`src/pkg/osdp_pkg.sv`:
```
// shared constants for the output-six dependency product logic
package osdp_pkg;

  ////////////////////////////////////////////////////////////////////////////
  // register offsets (volatile copies)
  localparam logic [7:0] OFS_T1_PRIMARY = 8'h2b;
  localparam logic [7:0] OFS_T1_SECONDARY = 8'h2c;
  localparam logic [7:0] OFS_T1_INPUT_OUTPUT = 8'h2d;
  localparam logic [7:0] OFS_T2_PRIMARY = 8'h2e;
  localparam logic [7:0] OFS_T2_SECONDARY = 8'h2f;
  localparam logic [7:0] OFS_T2_INPUT_OUTPUT = 8'h30;
  localparam logic [7:0] OFS_T1_OUTPUT_EIGHT = 8'h31;
  localparam logic [7:0] OFS_T2_OUTPUT_EIGHT = 8'h3b;
  localparam logic [7:0] OFS_MR_SELECT = 8'h40;

  // page byte of the address: volatile registers and nonvolatile copies
  localparam logic [7:0] PAGE_VOLATILE = 8'h00;
  localparam logic [7:0] PAGE_NONVOLATILE = 8'h80;

  // storage index of each register, shared by registers and copies
  localparam int NUM_REGS = 9;
  localparam logic [3:0] IDX_T1_PRIMARY = 4'h0;
  localparam logic [3:0] IDX_T1_SECONDARY = 4'h1;
  localparam logic [3:0] IDX_T1_INPUT_OUTPUT = 4'h2;
  localparam logic [3:0] IDX_T2_PRIMARY = 4'h3;
  localparam logic [3:0] IDX_T2_SECONDARY = 4'h4;
  localparam logic [3:0] IDX_T2_INPUT_OUTPUT = 4'h5;
  localparam logic [3:0] IDX_T1_OUTPUT_EIGHT = 4'h6;
  localparam logic [3:0] IDX_T2_OUTPUT_EIGHT = 4'h7;
  localparam logic [3:0] IDX_MR_SELECT = 4'h8;
  localparam logic [3:0] IDX_LAST = 4'h8;

  // field positions
  localparam int BIT_T1_OUTPUT_EIGHT = 0;
  localparam int BIT_T2_OUTPUT_EIGHT = 5;
  localparam int BIT_MR_SELECT = 5;

  // reset value of every select register: fully independent
  localparam logic [7:0] RST_SELECT = 8'h00;

  // condition vector layout, mirrors primary/secondary/io register bits
  localparam int COND_W = 26;
  localparam int COND_OUTPUT_EIGHT = 24;
  localparam int COND_MR = 25;
  // usable conditions per variant (five-output variant lacks some)
  localparam logic [COND_W-1:0] VAR_MASK_EIGHT = 26'h3ffffff;
  localparam logic [COND_W-1:0] VAR_MASK_FIVE = 26'h2f3cfcf;

  // other-output index (output number minus one) for io register bits 4..7
  localparam int MAP8_B4 = 2;
  localparam int MAP8_B5 = 3;
  localparam int MAP8_B6 = 4;
  localparam int MAP8_B7 = 6;
  localparam int MAP5_B4 = 0;
  localparam int MAP5_B5 = 1;
  localparam int MAP5_B6 = 2;
  localparam int MAP5_B7 = 4;

  // copy-from-nonvolatile sequencer
  typedef enum logic [2:0] {
    OSDP_IDLE = 3'b001,
    OSDP_LOAD_RD = 3'b010,
    OSDP_LOAD_WR = 3'b100
  } osdp_state_t;

endpackage

```
`src/osdp_cfg_mem.sv`:
```
`timescale 1ns/10ps
// nonvolatile copy store: plain array, read data registered
module osdp_cfg_mem
  import osdp_pkg::*;
#(
  parameter int DW = 8,
  parameter int AW = 4,
  parameter int DEPTH = 9
) (
  input wire logic clk_sys_i,
  input wire logic rst_b_i,
  input wire logic ce_i,
  input wire logic we_i,
  input wire logic [AW-1:0] waddr_i,
  input wire logic [DW-1:0] wdata_i,
  input wire logic re_i,
  input wire logic [AW-1:0] raddr_i,
  output logic [DW-1:0] rdata_o
);

  logic [DW-1:0] mem [0:DEPTH-1];
  logic [DW-1:0] rdata_reg;

  initial begin
    if (DEPTH > (1 << AW) || DEPTH < 1 || DW < 1) begin
      $error("osdp_cfg_mem: depth does not fit the address width");
    end
  end

  ////////////////////////////////////////////////////////////////////////////
  // array is not reset: its contents must survive a reset
  always_ff @(posedge clk_sys_i) begin
    if (ce_i && we_i && (int'(waddr_i) < DEPTH)) begin
      mem[waddr_i] <= wdata_i;
    end
  end

  // registered read port
  always_ff @(posedge clk_sys_i) begin
    if (!rst_b_i) begin
      rdata_reg <= '0;
    end else if (ce_i && re_i) begin
      rdata_reg <= (int'(raddr_i) < DEPTH) ? mem[raddr_i] : '0;
    end
  end

  assign rdata_o = rdata_reg;

endmodule

```
`src/osdp_term.sv`:
```
`timescale 1ns/10ps
// one product term: and of non-fault states of selected conditions
module osdp_term
  import osdp_pkg::*;
#(
  parameter int W = 26
) (
  input wire logic clk_sys_i,
  input wire logic rst_b_i,
  input wire logic ce_i,
  input wire logic [W-1:0] select_i,
  input wire logic [W-1:0] fault_i,
  output logic term_o
);

  logic term_reg;

  initial begin
    if (W < 1) begin
      $error("osdp_term: width must be at least one");
    end
  end

  ////////////////////////////////////////////////////////////////////////////
  // and of non-faults
  // unselected bits contribute a one, so a clear select is fully ignored
  always_ff @(posedge clk_sys_i) begin
    if (!rst_b_i) begin
      term_reg <= 1'b1;
    end else if (ce_i) begin
      term_reg <= &(~(select_i & fault_i));
    end
  end

  assign term_o = term_reg;
endmodule

```
`src/osdp_dependency.sv`:
```
`timescale 1ns/10ps
module osdp_dependency
  import osdp_pkg::*;
#(
  parameter bit EIGHT_OUTPUTS = 1'b1
) (
  input wire logic clk_sys_i,
  input wire logic rst_b_i,
  input wire logic ce_i,
  input wire logic restore_cfg_i,
  input wire logic [5:0] primary_fault_i,
  input wire logic [5:0] secondary_fault_i,
  input wire logic [1:0] watchdog_fault_i,
  input wire logic [3:0] logic_input_fault_i,
  input wire logic [7:0] output_fault_i,
  input wire logic manual_reset_n_i,
  input wire logic [15:0] cfg_addr_i,
  input wire logic cfg_wr_i,
  input wire logic cfg_rd_i,
  input wire logic [7:0] cfg_wdata_i,
  output logic [7:0] cfg_rdata_o,
  output logic cfg_ack_o,
  output logic cfg_err_o,
  output logic busy_o,
  output logic term1_true_o,
  output logic term2_true_o,
  output logic deassert_req_o
);

  localparam int SYNC_W = 27;
  localparam logic [COND_W-1:0] VAR_MASK = EIGHT_OUTPUTS ? VAR_MASK_EIGHT : VAR_MASK_FIVE;
  localparam int B4 = EIGHT_OUTPUTS ? MAP8_B4 : MAP5_B4;
  localparam int B5 = EIGHT_OUTPUTS ? MAP8_B5 : MAP5_B5;
  localparam int B6 = EIGHT_OUTPUTS ? MAP8_B6 : MAP5_B6;
  localparam int B7 = EIGHT_OUTPUTS ? MAP8_B7 : MAP5_B7;
  localparam logic [SYNC_W-1:0] SYNC_RST = {1'b1, {(SYNC_W-1){1'b0}}};

  osdp_state_t state_reg;
  logic [7:0] sel_reg [0:NUM_REGS-1];
  logic [SYNC_W-1:0] sync1_reg;
  logic [SYNC_W-1:0] sync2_reg;
  logic [COND_W-1:0] cond;
  logic [COND_W-1:0] sel1_vec;
  logic [COND_W-1:0] sel2_vec;
  logic term1, term2, deassert_reg, busy_reg;
  logic [3:0] load_idx_reg;
  logic [7:0] rdata_reg;
  logic ack_reg, err_reg, nv_pend_reg;
  logic [4:0] dec;
  logic dec_valid, page_vol, page_nv, req_ok, mem_we, mem_re;
  logic [3:0] dec_idx;
  logic [3:0] mem_raddr;
  logic [7:0] mem_rdata;

  initial begin
    if (NUM_REGS > 16) begin
      $error("osdp_dependency: register count exceeds index width");
    end
  end

  ////////////////////////////////////////////////////////////////////////////
  // address decode: offset to storage index, bit 4 is the hit flag
  function automatic logic [4:0] osdp_decode(input logic [7:0] ofs);
    logic [4:0] r;
    r = 5'h00;
    if (ofs == OFS_T1_PRIMARY) begin
      r = {1'b1, IDX_T1_PRIMARY};
    end else if (ofs == OFS_T1_SECONDARY) begin
      r = {1'b1, IDX_T1_SECONDARY};
    end else if (ofs == OFS_T1_INPUT_OUTPUT) begin
      r = {1'b1, IDX_T1_INPUT_OUTPUT};
    end else if (ofs == OFS_T2_PRIMARY) begin
      r = {1'b1, IDX_T2_PRIMARY};
    end else if (ofs == OFS_T2_SECONDARY) begin
      r = {1'b1, IDX_T2_SECONDARY};
    end else if (ofs == OFS_T2_INPUT_OUTPUT) begin
      r = {1'b1, IDX_T2_INPUT_OUTPUT};
    end else if (ofs == OFS_T1_OUTPUT_EIGHT) begin
      r = {1'b1, IDX_T1_OUTPUT_EIGHT};
    end else if (ofs == OFS_T2_OUTPUT_EIGHT) begin
      r = {1'b1, IDX_T2_OUTPUT_EIGHT};
    end else if (ofs == OFS_MR_SELECT) begin
      r = {1'b1, IDX_MR_SELECT};
    end
    return r;
  endfunction

  // copy sits 8000h above its register
  // the same low byte addresses a register and its nonvolatile copy
  assign dec = osdp_decode(cfg_addr_i[7:0]);
  assign dec_valid = dec[4];
  assign dec_idx = dec[3:0];
  assign page_vol = (cfg_addr_i[15:8] == PAGE_VOLATILE);
  assign page_nv = (cfg_addr_i[15:8] == PAGE_NONVOLATILE);
  // one request at a time; refused silently while loading or reading a copy
  assign req_ok = ce_i && (state_reg == OSDP_IDLE) && !nv_pend_reg;
  assign mem_we = req_ok && cfg_wr_i && page_nv && dec_valid;
  assign mem_re = (req_ok && cfg_rd_i && !cfg_wr_i && page_nv && dec_valid) || (state_reg == OSDP_LOAD_RD);
  assign mem_raddr = (state_reg == OSDP_IDLE) ? dec_idx : load_idx_reg;

  osdp_cfg_mem #(
    .DW(8),
    .AW(4),
    .DEPTH(NUM_REGS)
  ) u_cfg_mem (
    .clk_sys_i(clk_sys_i),
    .rst_b_i(rst_b_i),
    .ce_i(ce_i),
    .we_i(mem_we),
    .waddr_i(dec_idx),
    .wdata_i(cfg_wdata_i),
    .re_i(mem_re),
    .raddr_i(mem_raddr),
    .rdata_o(mem_rdata)
  );

  ////////////////////////////////////////////////////////////////////////////
  // restore sequencer: read a copy, then write it into the register
  always_ff @(posedge clk_sys_i) begin
    if (!rst_b_i) begin
      state_reg <= OSDP_IDLE;
      load_idx_reg <= 4'h0;
      busy_reg <= 1'b0;
    end else if (ce_i) begin
      case (state_reg)
        OSDP_IDLE: begin
          if (restore_cfg_i && !nv_pend_reg) begin
            state_reg <= OSDP_LOAD_RD;
            load_idx_reg <= 4'h0;
            busy_reg <= 1'b1; // kept beside the state so the port is a flip-flop
          end
        end
        OSDP_LOAD_RD: begin
          state_reg <= OSDP_LOAD_WR;
        end
        OSDP_LOAD_WR: begin
          if (load_idx_reg == IDX_LAST) begin
            state_reg <= OSDP_IDLE;
            busy_reg <= 1'b0;
          end else begin
            state_reg <= OSDP_LOAD_RD;
            load_idx_reg <= load_idx_reg + 4'h1;
          end
        end
        default: begin
          state_reg <= OSDP_IDLE;
          busy_reg <= 1'b0;
        end
      endcase
    end
  end

  // select registers: written by host or by the restore sequence
  always_ff @(posedge clk_sys_i) begin
    if (!rst_b_i) begin
      for (int i = 0; i < NUM_REGS; i++) begin
        sel_reg[i] <= RST_SELECT;
      end
    end else if (ce_i) begin
      if (state_reg == OSDP_LOAD_WR) begin
        sel_reg[load_idx_reg] <= mem_rdata;
      end else if (req_ok && cfg_wr_i && page_vol && dec_valid) begin
        sel_reg[dec_idx] <= cfg_wdata_i;
      end
    end
  end

  // read data and acknowledge; copy reads take one cycle more
  always_ff @(posedge clk_sys_i) begin
    if (!rst_b_i) begin
      rdata_reg <= 8'h00;
      ack_reg <= 1'b0;
      err_reg <= 1'b0;
      nv_pend_reg <= 1'b0;
    end else if (ce_i) begin
      ack_reg <= 1'b0;
      err_reg <= 1'b0;
      nv_pend_reg <= 1'b0;
      if (nv_pend_reg) begin
        rdata_reg <= mem_rdata;
        ack_reg <= 1'b1;
      end else if (req_ok && (cfg_wr_i || cfg_rd_i)) begin
        if (!dec_valid || !(page_vol || page_nv)) begin
          // unmapped: answered at once with an error, reads as zero
          ack_reg <= 1'b1;
          err_reg <= 1'b1;
          rdata_reg <= 8'h00;
        end else if (cfg_wr_i) begin
          ack_reg <= 1'b1;
        end else if (page_vol) begin
          rdata_reg <= sel_reg[dec_idx];
          ack_reg <= 1'b1;
        end else begin
          nv_pend_reg <= 1'b1;
        end
      end
    end
  end

  ////////////////////////////////////////////////////////////////////////////
  // two-stage synchroniser on all monitored conditions
  always_ff @(posedge clk_sys_i) begin
    if (!rst_b_i) begin
      sync1_reg <= SYNC_RST;
      sync2_reg <= SYNC_RST;
    end else if (ce_i) begin
      sync1_reg <= {manual_reset_n_i, output_fault_i, logic_input_fault_i, secondary_fault_i,
                    watchdog_fault_i, primary_fault_i};
      sync2_reg <= sync1_reg;
    end
  end

  // condition vector in register-bit order; a set bit means fault
  always_comb begin
    cond[19:0] = sync2_reg[19:0];
    cond[23:20] = {sync2_reg[18+B7], sync2_reg[18+B6], sync2_reg[18+B5], sync2_reg[18+B4]};
    cond[COND_OUTPUT_EIGHT] = sync2_reg[25];
    cond[COND_MR] = !sync2_reg[26];
  end

  // unused conditions masked
  // bits absent on the five-output variant are forced off in case software
  // leaves them set; the stored value still reads back as written
  assign sel1_vec = VAR_MASK & {sel_reg[IDX_MR_SELECT][BIT_MR_SELECT],
                                sel_reg[IDX_T1_OUTPUT_EIGHT][BIT_T1_OUTPUT_EIGHT],
                                sel_reg[IDX_T1_INPUT_OUTPUT], sel_reg[IDX_T1_SECONDARY],
                                sel_reg[IDX_T1_PRIMARY]};
  assign sel2_vec = VAR_MASK & {sel_reg[IDX_MR_SELECT][BIT_MR_SELECT],
                                sel_reg[IDX_T2_OUTPUT_EIGHT][BIT_T2_OUTPUT_EIGHT],
                                sel_reg[IDX_T2_INPUT_OUTPUT], sel_reg[IDX_T2_SECONDARY],
                                sel_reg[IDX_T2_PRIMARY]};

  osdp_term #(
    .W(COND_W)
  ) u_term1 (
    .clk_sys_i(clk_sys_i),
    .rst_b_i(rst_b_i),
    .ce_i(ce_i),
    .select_i(sel1_vec),
    .fault_i(cond),
    .term_o(term1)
  );

  osdp_term #(
    .W(COND_W)
  ) u_term2 (
    .clk_sys_i(clk_sys_i),
    .rst_b_i(rst_b_i),
    .ce_i(ce_i),
    .select_i(sel2_vec),
    .fault_i(cond),
    .term_o(term2)
  );

  // single output only
  // the delay timer downstream owns pin timing; this is only its trigger
  always_ff @(posedge clk_sys_i) begin
    if (!rst_b_i) begin
      deassert_reg <= 1'b1;
    end else if (ce_i) begin
      deassert_reg <= term1 || term2;
    end
  end

  assign cfg_rdata_o = rdata_reg;
  assign cfg_ack_o = ack_reg;
  assign cfg_err_o = err_reg;
  assign busy_o = busy_reg;
  assign term1_true_o = term1;
  assign term2_true_o = term2;
  assign deassert_req_o = deassert_reg;
endmodule

```
`config.mk`:
```
export PLATFORM = sky130hd
export DESIGN_NAME = osdp_dependency
export DESIGN_NICKNAME = d
export VERILOG_FILES = /design/src/pkg/osdp_pkg.sv /design/src/osdp_cfg_mem.sv /design/src/osdp_term.sv /design/src/osdp_dependency.sv
export SDC_FILE = /design/constraint.sdc
export NUM_CORES = 1
export LEC_CHECK = 0
export BUFFER_PORTS_ARGS = -buffer_cell sky130_fd_sc_hd__buf_2
export CAP_MARGIN = 20
export CORE_AREA = 2 2 191 193
export CTS_CLUSTER_DIAMETER = 120
export DETAILED_ROUTE_END_ITERATION = 7
export DIE_AREA = 0 0 193 195
export HOLD_SLACK_MARGIN = 0.03
export PLACE_DENSITY_LB_ADDON = 0.3
export REMOVE_ABC_BUFFERS = 1
export SYNTH_ARGS = -nofsm -noshare
export SYNTH_HDL_FRONTEND = slang
export SYNTH_SLANG_ARGS = --single-unit
```
`constraint.sdc`:
```
create_clock -name clk_sys_i -period 9.1 [get_ports clk_sys_i]
set_clock_uncertainty 0.1 [all_clocks]
set_input_delay 1.82 -clock clk_sys_i [delete_from_list [all_inputs] [get_ports clk_sys_i]]
set_output_delay 1.82 -clock clk_sys_i [all_outputs]
set_load 0.02 [all_outputs]
```
==> results of run 1 <==
==> metrics by stage <==
| stage | hold slack (ns) | instance area (µm²) | utilization [%] | power (mW) |
|---|---|---|---|---|
| final | 0.3788 | 12140 | 34.29 | 2.241 |
| after global routing | 0.4151 | 12140 | 34.29 | 2.325 |
| after CTS | 0.3835 | 12120 | 34.25 | 2.266 |
| after detailed placement | 0.3661 | 11400 | 32.20 | 1.355 |
| after global placement | 0.3577 | 11380 | 32.15 | 1.352 |
| after floorplan | 0.3344 | 10360 | - | 1.278 |
==> final timing paths <==
kind / end / startpoint / slack, ns / depth (start not counted)
min: sync1_reg[26] / sync1_reg[26] / 0.38 / 2
max reg2reg: sel_reg[8][7] / state_reg[0] / 5.91 / 7
max: sel_reg[8][7] / cfg_addr_i[2] / 4.46 / 8
min reg2reg: sync1_reg[26] / sync1_reg[26] / 0.38 / 2
==> synth_stat cells, types with 9 or more instances <==
cell type | number | area share, %
sky130_fd_sc_hd__o22ai_1 | 10 | 0.59
sky130_fd_sc_hd__buf_2 | 11 | 0.52
sky130_fd_sc_hd__a211oi_1 | 10 | 0.71
sky130_fd_sc_hd__nor2_1 | 101 | 3.6
sky130_fd_sc_hd__nand3_1 | 20 | 0.95
sky130_fd_sc_hd__clkbuf_1 | 22 | 0.78
sky130_fd_sc_hd__nor2b_1 | 70 | 4.1
sky130_fd_sc_hd__o32ai_1 | 10 | 0.83
sky130_fd_sc_hd__a32oi_1 | 9 | 0.75
sky130_fd_sc_hd__a221oi_1 | 14 | 1.2
sky130_fd_sc_hd__a21oi_1 | 11 | 0.52
sky130_fd_sc_hd__nand2_1 | 74 | 2.6
sky130_fd_sc_hd__o21ai_0 | 27 | 1.3
sky130_fd_sc_hd__mux2_2 | 14 | 1.5
sky130_fd_sc_hd__edfxtp_1 | 149 | 42
sky130_fd_sc_hd__inv_1 | 28 | 0.99
sky130_fd_sc_hd__mux2i_1 | 85 | 8.1
sky130_fd_sc_hd__dfxtp_1 | 82 | 16
sky130_fd_sc_hd__a22o_1 | 11 | 0.91
==> power breakdown <==
group / internal [mW] / switching [mW]
combinational: 0.0682 / 0.105
clock: 0.505 / 0.405
sequential: 1.14 / 0.0199
==> per-layer routing <==
| layer | GRT usage (%) | up-vias | share of wire [%] |
|---|---|---|---|
| met5 | 0 | - | 0 |
| met4 | 4.040 | 0 | 2.4 |
| met3 | 2.696 | 47 | 6.0 |
| met2 | 24.32 | 222 | 47 |
| met1 | 20.45 | 3598 | 45 |
| li1 | - | 3469 | - |
==> layout make-up <==
cell class                 count  share of cell area [%]
sequential                   231                   50.39
multi-input combinational    599                   34.25
clock buffer                  30                   5.309
tap                          461                   4.752
timing repair buffer          83                   3.762
inverter                      28                  0.8659
clock inverter                15                  0.6700
==> cell families (layout without fill, tap and decap cells) <==
group / Yosys count / count (layout) / synth area share, %
simple gates: 328 / 328 / 16.30
flops: 231 / 231 / 57.87
compound gates: 162 / 162 / 11.76
mux: 105 / 105 / 10.74
buf+inv: 71 / 156 / 2.936
fa+ha+maj: 2 / 2 / 0.2367
xor+xnor: 2 / 2 / 0.1658
==> worst max-delay path, cell delays in order <==
cell and delay, ns:
sky130_fd_sc_hd__buf_2 0.17, sky130_fd_sc_hd__nor4b_2 0.31, sky130_fd_sc_hd__nand3_1 0.46, sky130_fd_sc_hd__o211ai_2 0.33, sky130_fd_sc_hd__nand4_4 0.44, sky130_fd_sc_hd__mux2_2 0.42
sky130_fd_sc_hd__nand4_2 0.29, sky130_fd_sc_hd__nand2_1 0.44
==> results.md, run 1 <==
Floorplan:
- The horizontal extent of the die is around 190 µm.
- Row generation in the floorplan step produced 69 rows.
- The starting density of the core is approximately 30%.
- The overall die area is about 38,000 µm².
- The total core area is 35,400 µm².
- The I/O pin count is between 70 and 80.
- The die span in y is just under 200 µm.

Synth:
- The number of different library cells in the post-synthesis netlist is 76.
- The synthesized design contains about 150 enable-type register cells.
- The post-synthesis instance area is approximately 11,000 µm².
- The register area share after synthesis is around 58%.
- The fraction of synthesis flops using an asynchronous set or reset pin is 0%.
- Synthesis inferred 231 register bits.
- Each instance of the synthesized netlist takes up on average between 10 and 15 µm².
- In the synthesized netlist the dominant register cell turns out to be sky130_fd_sc_hd__edfxtp_1.
- The number of warnings issued by yosys is 0.
- The cell count after synthesis is roughly 900.

Drt:
- The via density per instance is around 5.1.
- The number of detailed-route iterations in the first pass is 8.
- After detailed routing, the average wire length per cell comes to 19.60 µm.
- Once detail routing completed, the nets flagged for antenna violations numbered 0.
- The number of DRC markers in iteration 0 is 700.
- The remaining routing DRC violations is 0.
- The via count is ~7.3k.
- The sum of routed wire length over all layers is about 28 mm.

Clock tree:
- The total CTS buffers is 25.
- The clock transition at the registers of the reported paths is 0.05 ns.
- The number of resized instances in the post-cts repair step is 0.
- Clock tree synthesis selected as its root buffer the cell sky130_fd_sc_hd__clkbuf_16.
- The H-tree depth reported by CTS is 1.
- The TritonCTS clock tree is built.
- In this run the deepest clock path goes through 3 buffers.
- The post-CTS setup repair buffer count is 0.
- The number of hold-repair buffers added at the cts stage is 0.
- The clock latency at the later pin of the worst-skew pair is around 0.52 ns.
- The number of clock sinks seen by CTS is about 230.

Finish:
- The number of flip-flops in the largest register is between 70 and 80.
- The net count of the finished layout is around 1k.
- The sequential cell area is 6116 µm².
- The layout cell share with drive strength beyond 1 is approximately 18%.
- The filler cells instantiated in the layout total ~3.5k.
- Summing all multi-input logic gate instances after layout gives between 4000 and 5000 µm².
- The number of antenna cells inserted is 0.
- The area growth from synthesis to layout is 14.85%.
- Leaving out fill and tap cells, the most frequent cells in the layout are 149 x sky130_fd_sc_hd__edfxtp_1, 101 x sky130_fd_sc_hd__nor2_1, 85 x sky130_fd_sc_hd__mux2i_1.
- The leading cell type in the layout, fill and taps excluded is sky130_fd_sc_hd__edfxtp_1.
- The post-layout instance count excluding filler cells is 1,447.

Global routing:
- In the global route stage, overall resource usage came out at 14.96%.
- The maximum number of pins on one net before global-route repair is 66.
- The via count of the first global-routing pass is around 7.2k.
- The wire length of the first global-routing pass is 43.30 mm.
- The remaining global-route overflow is 0.
- The initial antenna violation count is 0.

Placement:
- The pre-CTS worst setup slack is 3.908 ns.
- The number of buffers inserted by port buffering is slightly below 70.
- The half-perimeter wire length of the detailed placement result is 20.01 mm.
- The global placement routability congestion is roughly 0.9.
- Once placement completed, the tool counted placed cells totaling roughly 1.4k.

Setup path:
- At the worst endpoint, the required time is 9.16 ns.
- The arrival time reported for the critical path endpoint is ~4.7 ns.
- STA classifies the critical path startpoint as an input pin.
- The category of the worst setup path capture point is a register.
- The setup path with the least slack is of type in2reg.
- The highest fanout seen on the critical path is 13.

Timing:
- The number of hold-slack violations in the final timing report is 0.
- The max-slew violation count was 0.
- The actual slew at the worst max-slew pin is 0.9562 ns.
- Setup repair after global routing left no endpoint under its margin.
- Dividing the final minimum period by the clock period gives 50.96%.
- The minimum setup slack in the final design is 4.463 ns.
- Subtracting the final worst setup slack from the clock period gives about 4.6 ns.
- The final-report setup violation count is 0.
- After routing, the total negative slack on setup checks comes to 0 ns.
- The worst pin sits at a relative slew slack of 36.02%.
- Static timing analysis puts the maximum clock frequency at 215.6 MHz.

Power and ir drop:
- In this run the static leakage power is ~4.3 nW.
- The highest ir drop seen on vdd is approximately 120 µV.
- The total power per unit cell area is 184.7 nW/µm².

Run status:
- The run finished with clean final reports.

Job:
- The max-cap violation count is 0.

Hold path:
- The worst hold path belongs to the class reg2reg.
Note: power is estimated with default switching activity, not from simulation.
==> run 2, diff against run 1 <==
==> constraint.sdc (replaced) <==
create_clock -name clk_sys_i -period 3.9 [get_ports clk_sys_i]
set_clock_uncertainty 0.1 [all_clocks]
set_input_delay 0.78 -clock clk_sys_i [delete_from_list [all_inputs] [get_ports clk_sys_i]]
set_output_delay 0.78 -clock clk_sys_i [all_outputs]
set_load 0.02 [all_outputs]
==> run 2 against run 1 <==
Via count increased by 0.50%. Critical endpoint is now sel_reg[7][5]. Clock-buffer cell count is 1 higher. Sequential power grew 130%. Cell area up 2.1%. Largest cell class unchanged. Register-to-register slack lost 5.0 ns. Combinational power rose by 140%. Utilization increased by 0.74 points. Setup slack worse by 3.6 ns. Die area unchanged. First-iteration DRC count decreased by 24%.
==> results.md, run 2 (same netlist as run 1, synthesis figures left out) <==
Timing:
- Dividing the final minimum period by the clock period gives ~77%.
- The worst max-slew margin expressed relative to the limit was 48.11% (+12 points).
- The max-slew violation count is 0 (unchanged).
- For this run, the top clock speed supported by timing is between 300 and 400 MHz.
- Setup repair after global routing left no endpoint under its margin.
- The minimum setup slack in the final design came to 0.8805 ns (-3.582 ns).
- The post-layout minimum cycle time is between 3 and 4 ns.
- The final-report setup violation count is 0 (unchanged).
- The total negative setup slack was 0 ns (unchanged).
- The number of hold-slack violations in the final timing report was 0 (unchanged).
- The actual slew at the worst max-slew pin was 0.7783 ns (-0.1779 ns).

Finish:
- The number of flip-flops in the largest register came to 77 (unchanged).
- The signed area change from the synthesized netlist to the final layout is 17.31%.
- The layout cell share with drive strength beyond 1 is 19.76% (+2.2 points).
- The utilization after layout is 35.03% (+0.74 points).
- The top cell types in the final layout, fill and taps aside, are 149 x sky130_fd_sc_hd__edfxtp_1, 101 x sky130_fd_sc_hd__nor2_1, 85 x sky130_fd_sc_hd__mux2i_1.
- The final-layout fill cell count is 3,514 (-0.20%).
- The leading cell type in the layout, fill and taps excluded is sky130_fd_sc_hd__edfxtp_1.
- The number of antenna cells inserted was 0 (unchanged).
- The post-layout net count is 1,048 (+2.0%).

Floorplan:
- The number of placement rows is 69 (unchanged).
- The I/O pin count came to 71 (unchanged).
- The horizontal extent of the die is 193 µm (unchanged).
- The die span in y came to 195 µm (unchanged).
- The overall die area was 37,640 µm² (unchanged).
- The starting density of the core is 29.86% (unchanged).
- The total core area came to 35,400 µm² (unchanged).

Setup path:
- STA classifies the critical path endpoint as a register.
- The setup slack of the worst register-to-register path is 0.88 ns (-5.03 ns).
- The worst endpoint required time is 3.98 ns (-5.18 ns).
- The arrival time reported for the critical path endpoint is 3.10 ns (-1.60 ns).
- The library cell contributing the largest single delay on the critical path is sky130_fd_sc_hd__dfxtp_1.
- Walking the worst path, the cells encountered are nor2b_1 > and3_1 > and3_2 > a21bo_2 > o31ai_4 > nand2_4 > nand2_1.
- The delay of the slowest critical-path stage was 0.72 ns (+0.26 ns).
- The highest fanout seen on the critical path came to 16 (+3).
- Among cell families on the critical path, the largest total delay comes from simple AND/OR/NAND/NOR gates.
- The setup path with the least slack is of type reg2reg.
- The critical path startpoint category is a register.
- The total buffers and inverters traversed by the critical path is 0 (-1).

Global routing:
- The initial antenna violation count is 0 (unchanged).
- The remaining global-route overflow is 0 (unchanged).
- The met3 usage is 2.139% (-0.56 points).
- The global routing usage on met2 was 24.31% (about the same).
- The global-route usage over all layers was 14.89% (-0.067 points).
- The wire length of the first global-routing pass is 43.37 mm (+0.16%).
- The via count of the first global-routing pass came to 7,373 (+1.8%).
- The maximum number of pins on one net before global-route repair is 86 (+30%).
- The busiest layer in global routing is met2.
- The global-route met1 utilization is 20.40% (-0.050 points).

Clock tree:
- The H-tree depth reported by CTS is 1 (unchanged).
- The number of hold-repair buffers added at the cts stage is 0 (unchanged).
- The number of clock sinks seen by CTS is 231 (unchanged).
- The clock transition at the registers of the reported paths is 0.07 ns (+0.02 ns).
- The TritonCTS clock tree is built.
- The root buffer cell is sky130_fd_sc_hd__clkbuf_16.
- The clock latency at the later pin of the worst-skew pair was 0.52 ns (about the same).
- The post-CTS setup repair buffer count is 0 (unchanged).
- The maximum count of clock buffers along a single path is 3 (unchanged).
- The number of resized instances in the post-cts repair step is 0 (unchanged).
- The total CTS buffers is 25 (unchanged).

Drt:
- The number of detailed-route iterations in the first pass is 5 (-3).
- The via count is 7,373 (+0.50%).
- The sum of routed wire length over all layers is 28.00 mm (-1.3%).
- The number of DRC markers in iteration 0 is 531 (-24%).
- The average wire per cell in the routed design was 19.07 µm (-2.7%).
- The via density per instance came to 5.022 (-0.93%).
- The remaining routing DRC violations came to 0 (unchanged).
- The number of nets with antenna violations after routing is 0 (unchanged).

Power and ir drop:
- The reported leakage power is 4.471 nW (+3.7%).
- The total power draw came to 5.475 mW (+140%).
- The highest ir drop seen on vdd is 261.8 µV (+120%).
- The total power per unit cell area is 441.6 nW/µm² (+140%).

Placement:
- The number of buffers inserted by port buffering is 69 (unchanged).
- The half-perimeter wire length of the detailed placement result was 20.12 mm (+0.59%).
- The global placement routability congestion is 0.9083 (+2.5%).
- The pre-CTS worst setup slack is 0.4273 ns (-3.481 ns).

Job:
- The max-cap violation count is 0 (unchanged).

Hold path:
- The worst min-delay path class is reg2reg.

Run status:
- The run finished with clean final reports.
## run 2: final timing paths
kind,cells after the start,to,from
worst max-delay path,7,sel_reg[7][5],nv_pend_reg
worst min register to register,2,sync2_reg[26],sync1_reg[26]
worst max register to register,7,sel_reg[7][5],nv_pend_reg
worst min-delay path,2,sync2_reg[26],sync1_reg[26]
## run 2: area by class of cell
cell class                      count  area (µm²)  area share, %
Multi-Input combinational cell    599        4158          33.54
Clock inverter                     14       131.4          1.060
Sequential cell                   231        6116          49.33
Tap cell                          461       576.8          4.652
Clock buffer                       31       688.2          5.551
Timing Repair Buffer              104       623.1          5.026
Inverter                           28       105.1         0.8477
## run 2: through the flow
stage / instances / cell area (µm²) / hold slack [ns]
2_1_floorplan: 858 / 10360 / 0.3344
5_1_grt: 1468 / 12400 / 0.4049
4_1_cts: 1468 / 12400 / 0.3859
3_3_place_gp: 1423 / 11580 / 0.3608
3_5_place_dp: 1423 / 11580 / 0.3693
6_report: 1468 / 12400 / 0.3855
## run 2: worst reg2reg max path, cell delays in order (launching register included)
cell and delay (ns):
sky130_fd_sc_hd__dfxtp_1 0.72, sky130_fd_sc_hd__nor2b_1 0.16, sky130_fd_sc_hd__and3_1 0.30, sky130_fd_sc_hd__and3_2 0.28, sky130_fd_sc_hd__a21bo_2 0.26, sky130_fd_sc_hd__o31ai_4 0.37, sky130_fd_sc_hd__nand2_4 0.16, sky130_fd_sc_hd__nand2_1 0.33
## run 2: layer usage
| layer | vias up | share of wire (%) |
|---|---|---|
| met5 | - | 0 |
| met2 | 203 | 47 |
| met4 | 0 | 2.5 |
| met3 | 41 | 5.5 |
| met1 | 3612 | 45 |
| li1 | 3517 | - |
## run 2: power by group
part	switching [mW]	total [mW]	internal, mW
registers	0.0464	2.70	2.66
clock network	0.970	2.36	1.39
logic	0.245	0.413	0.168
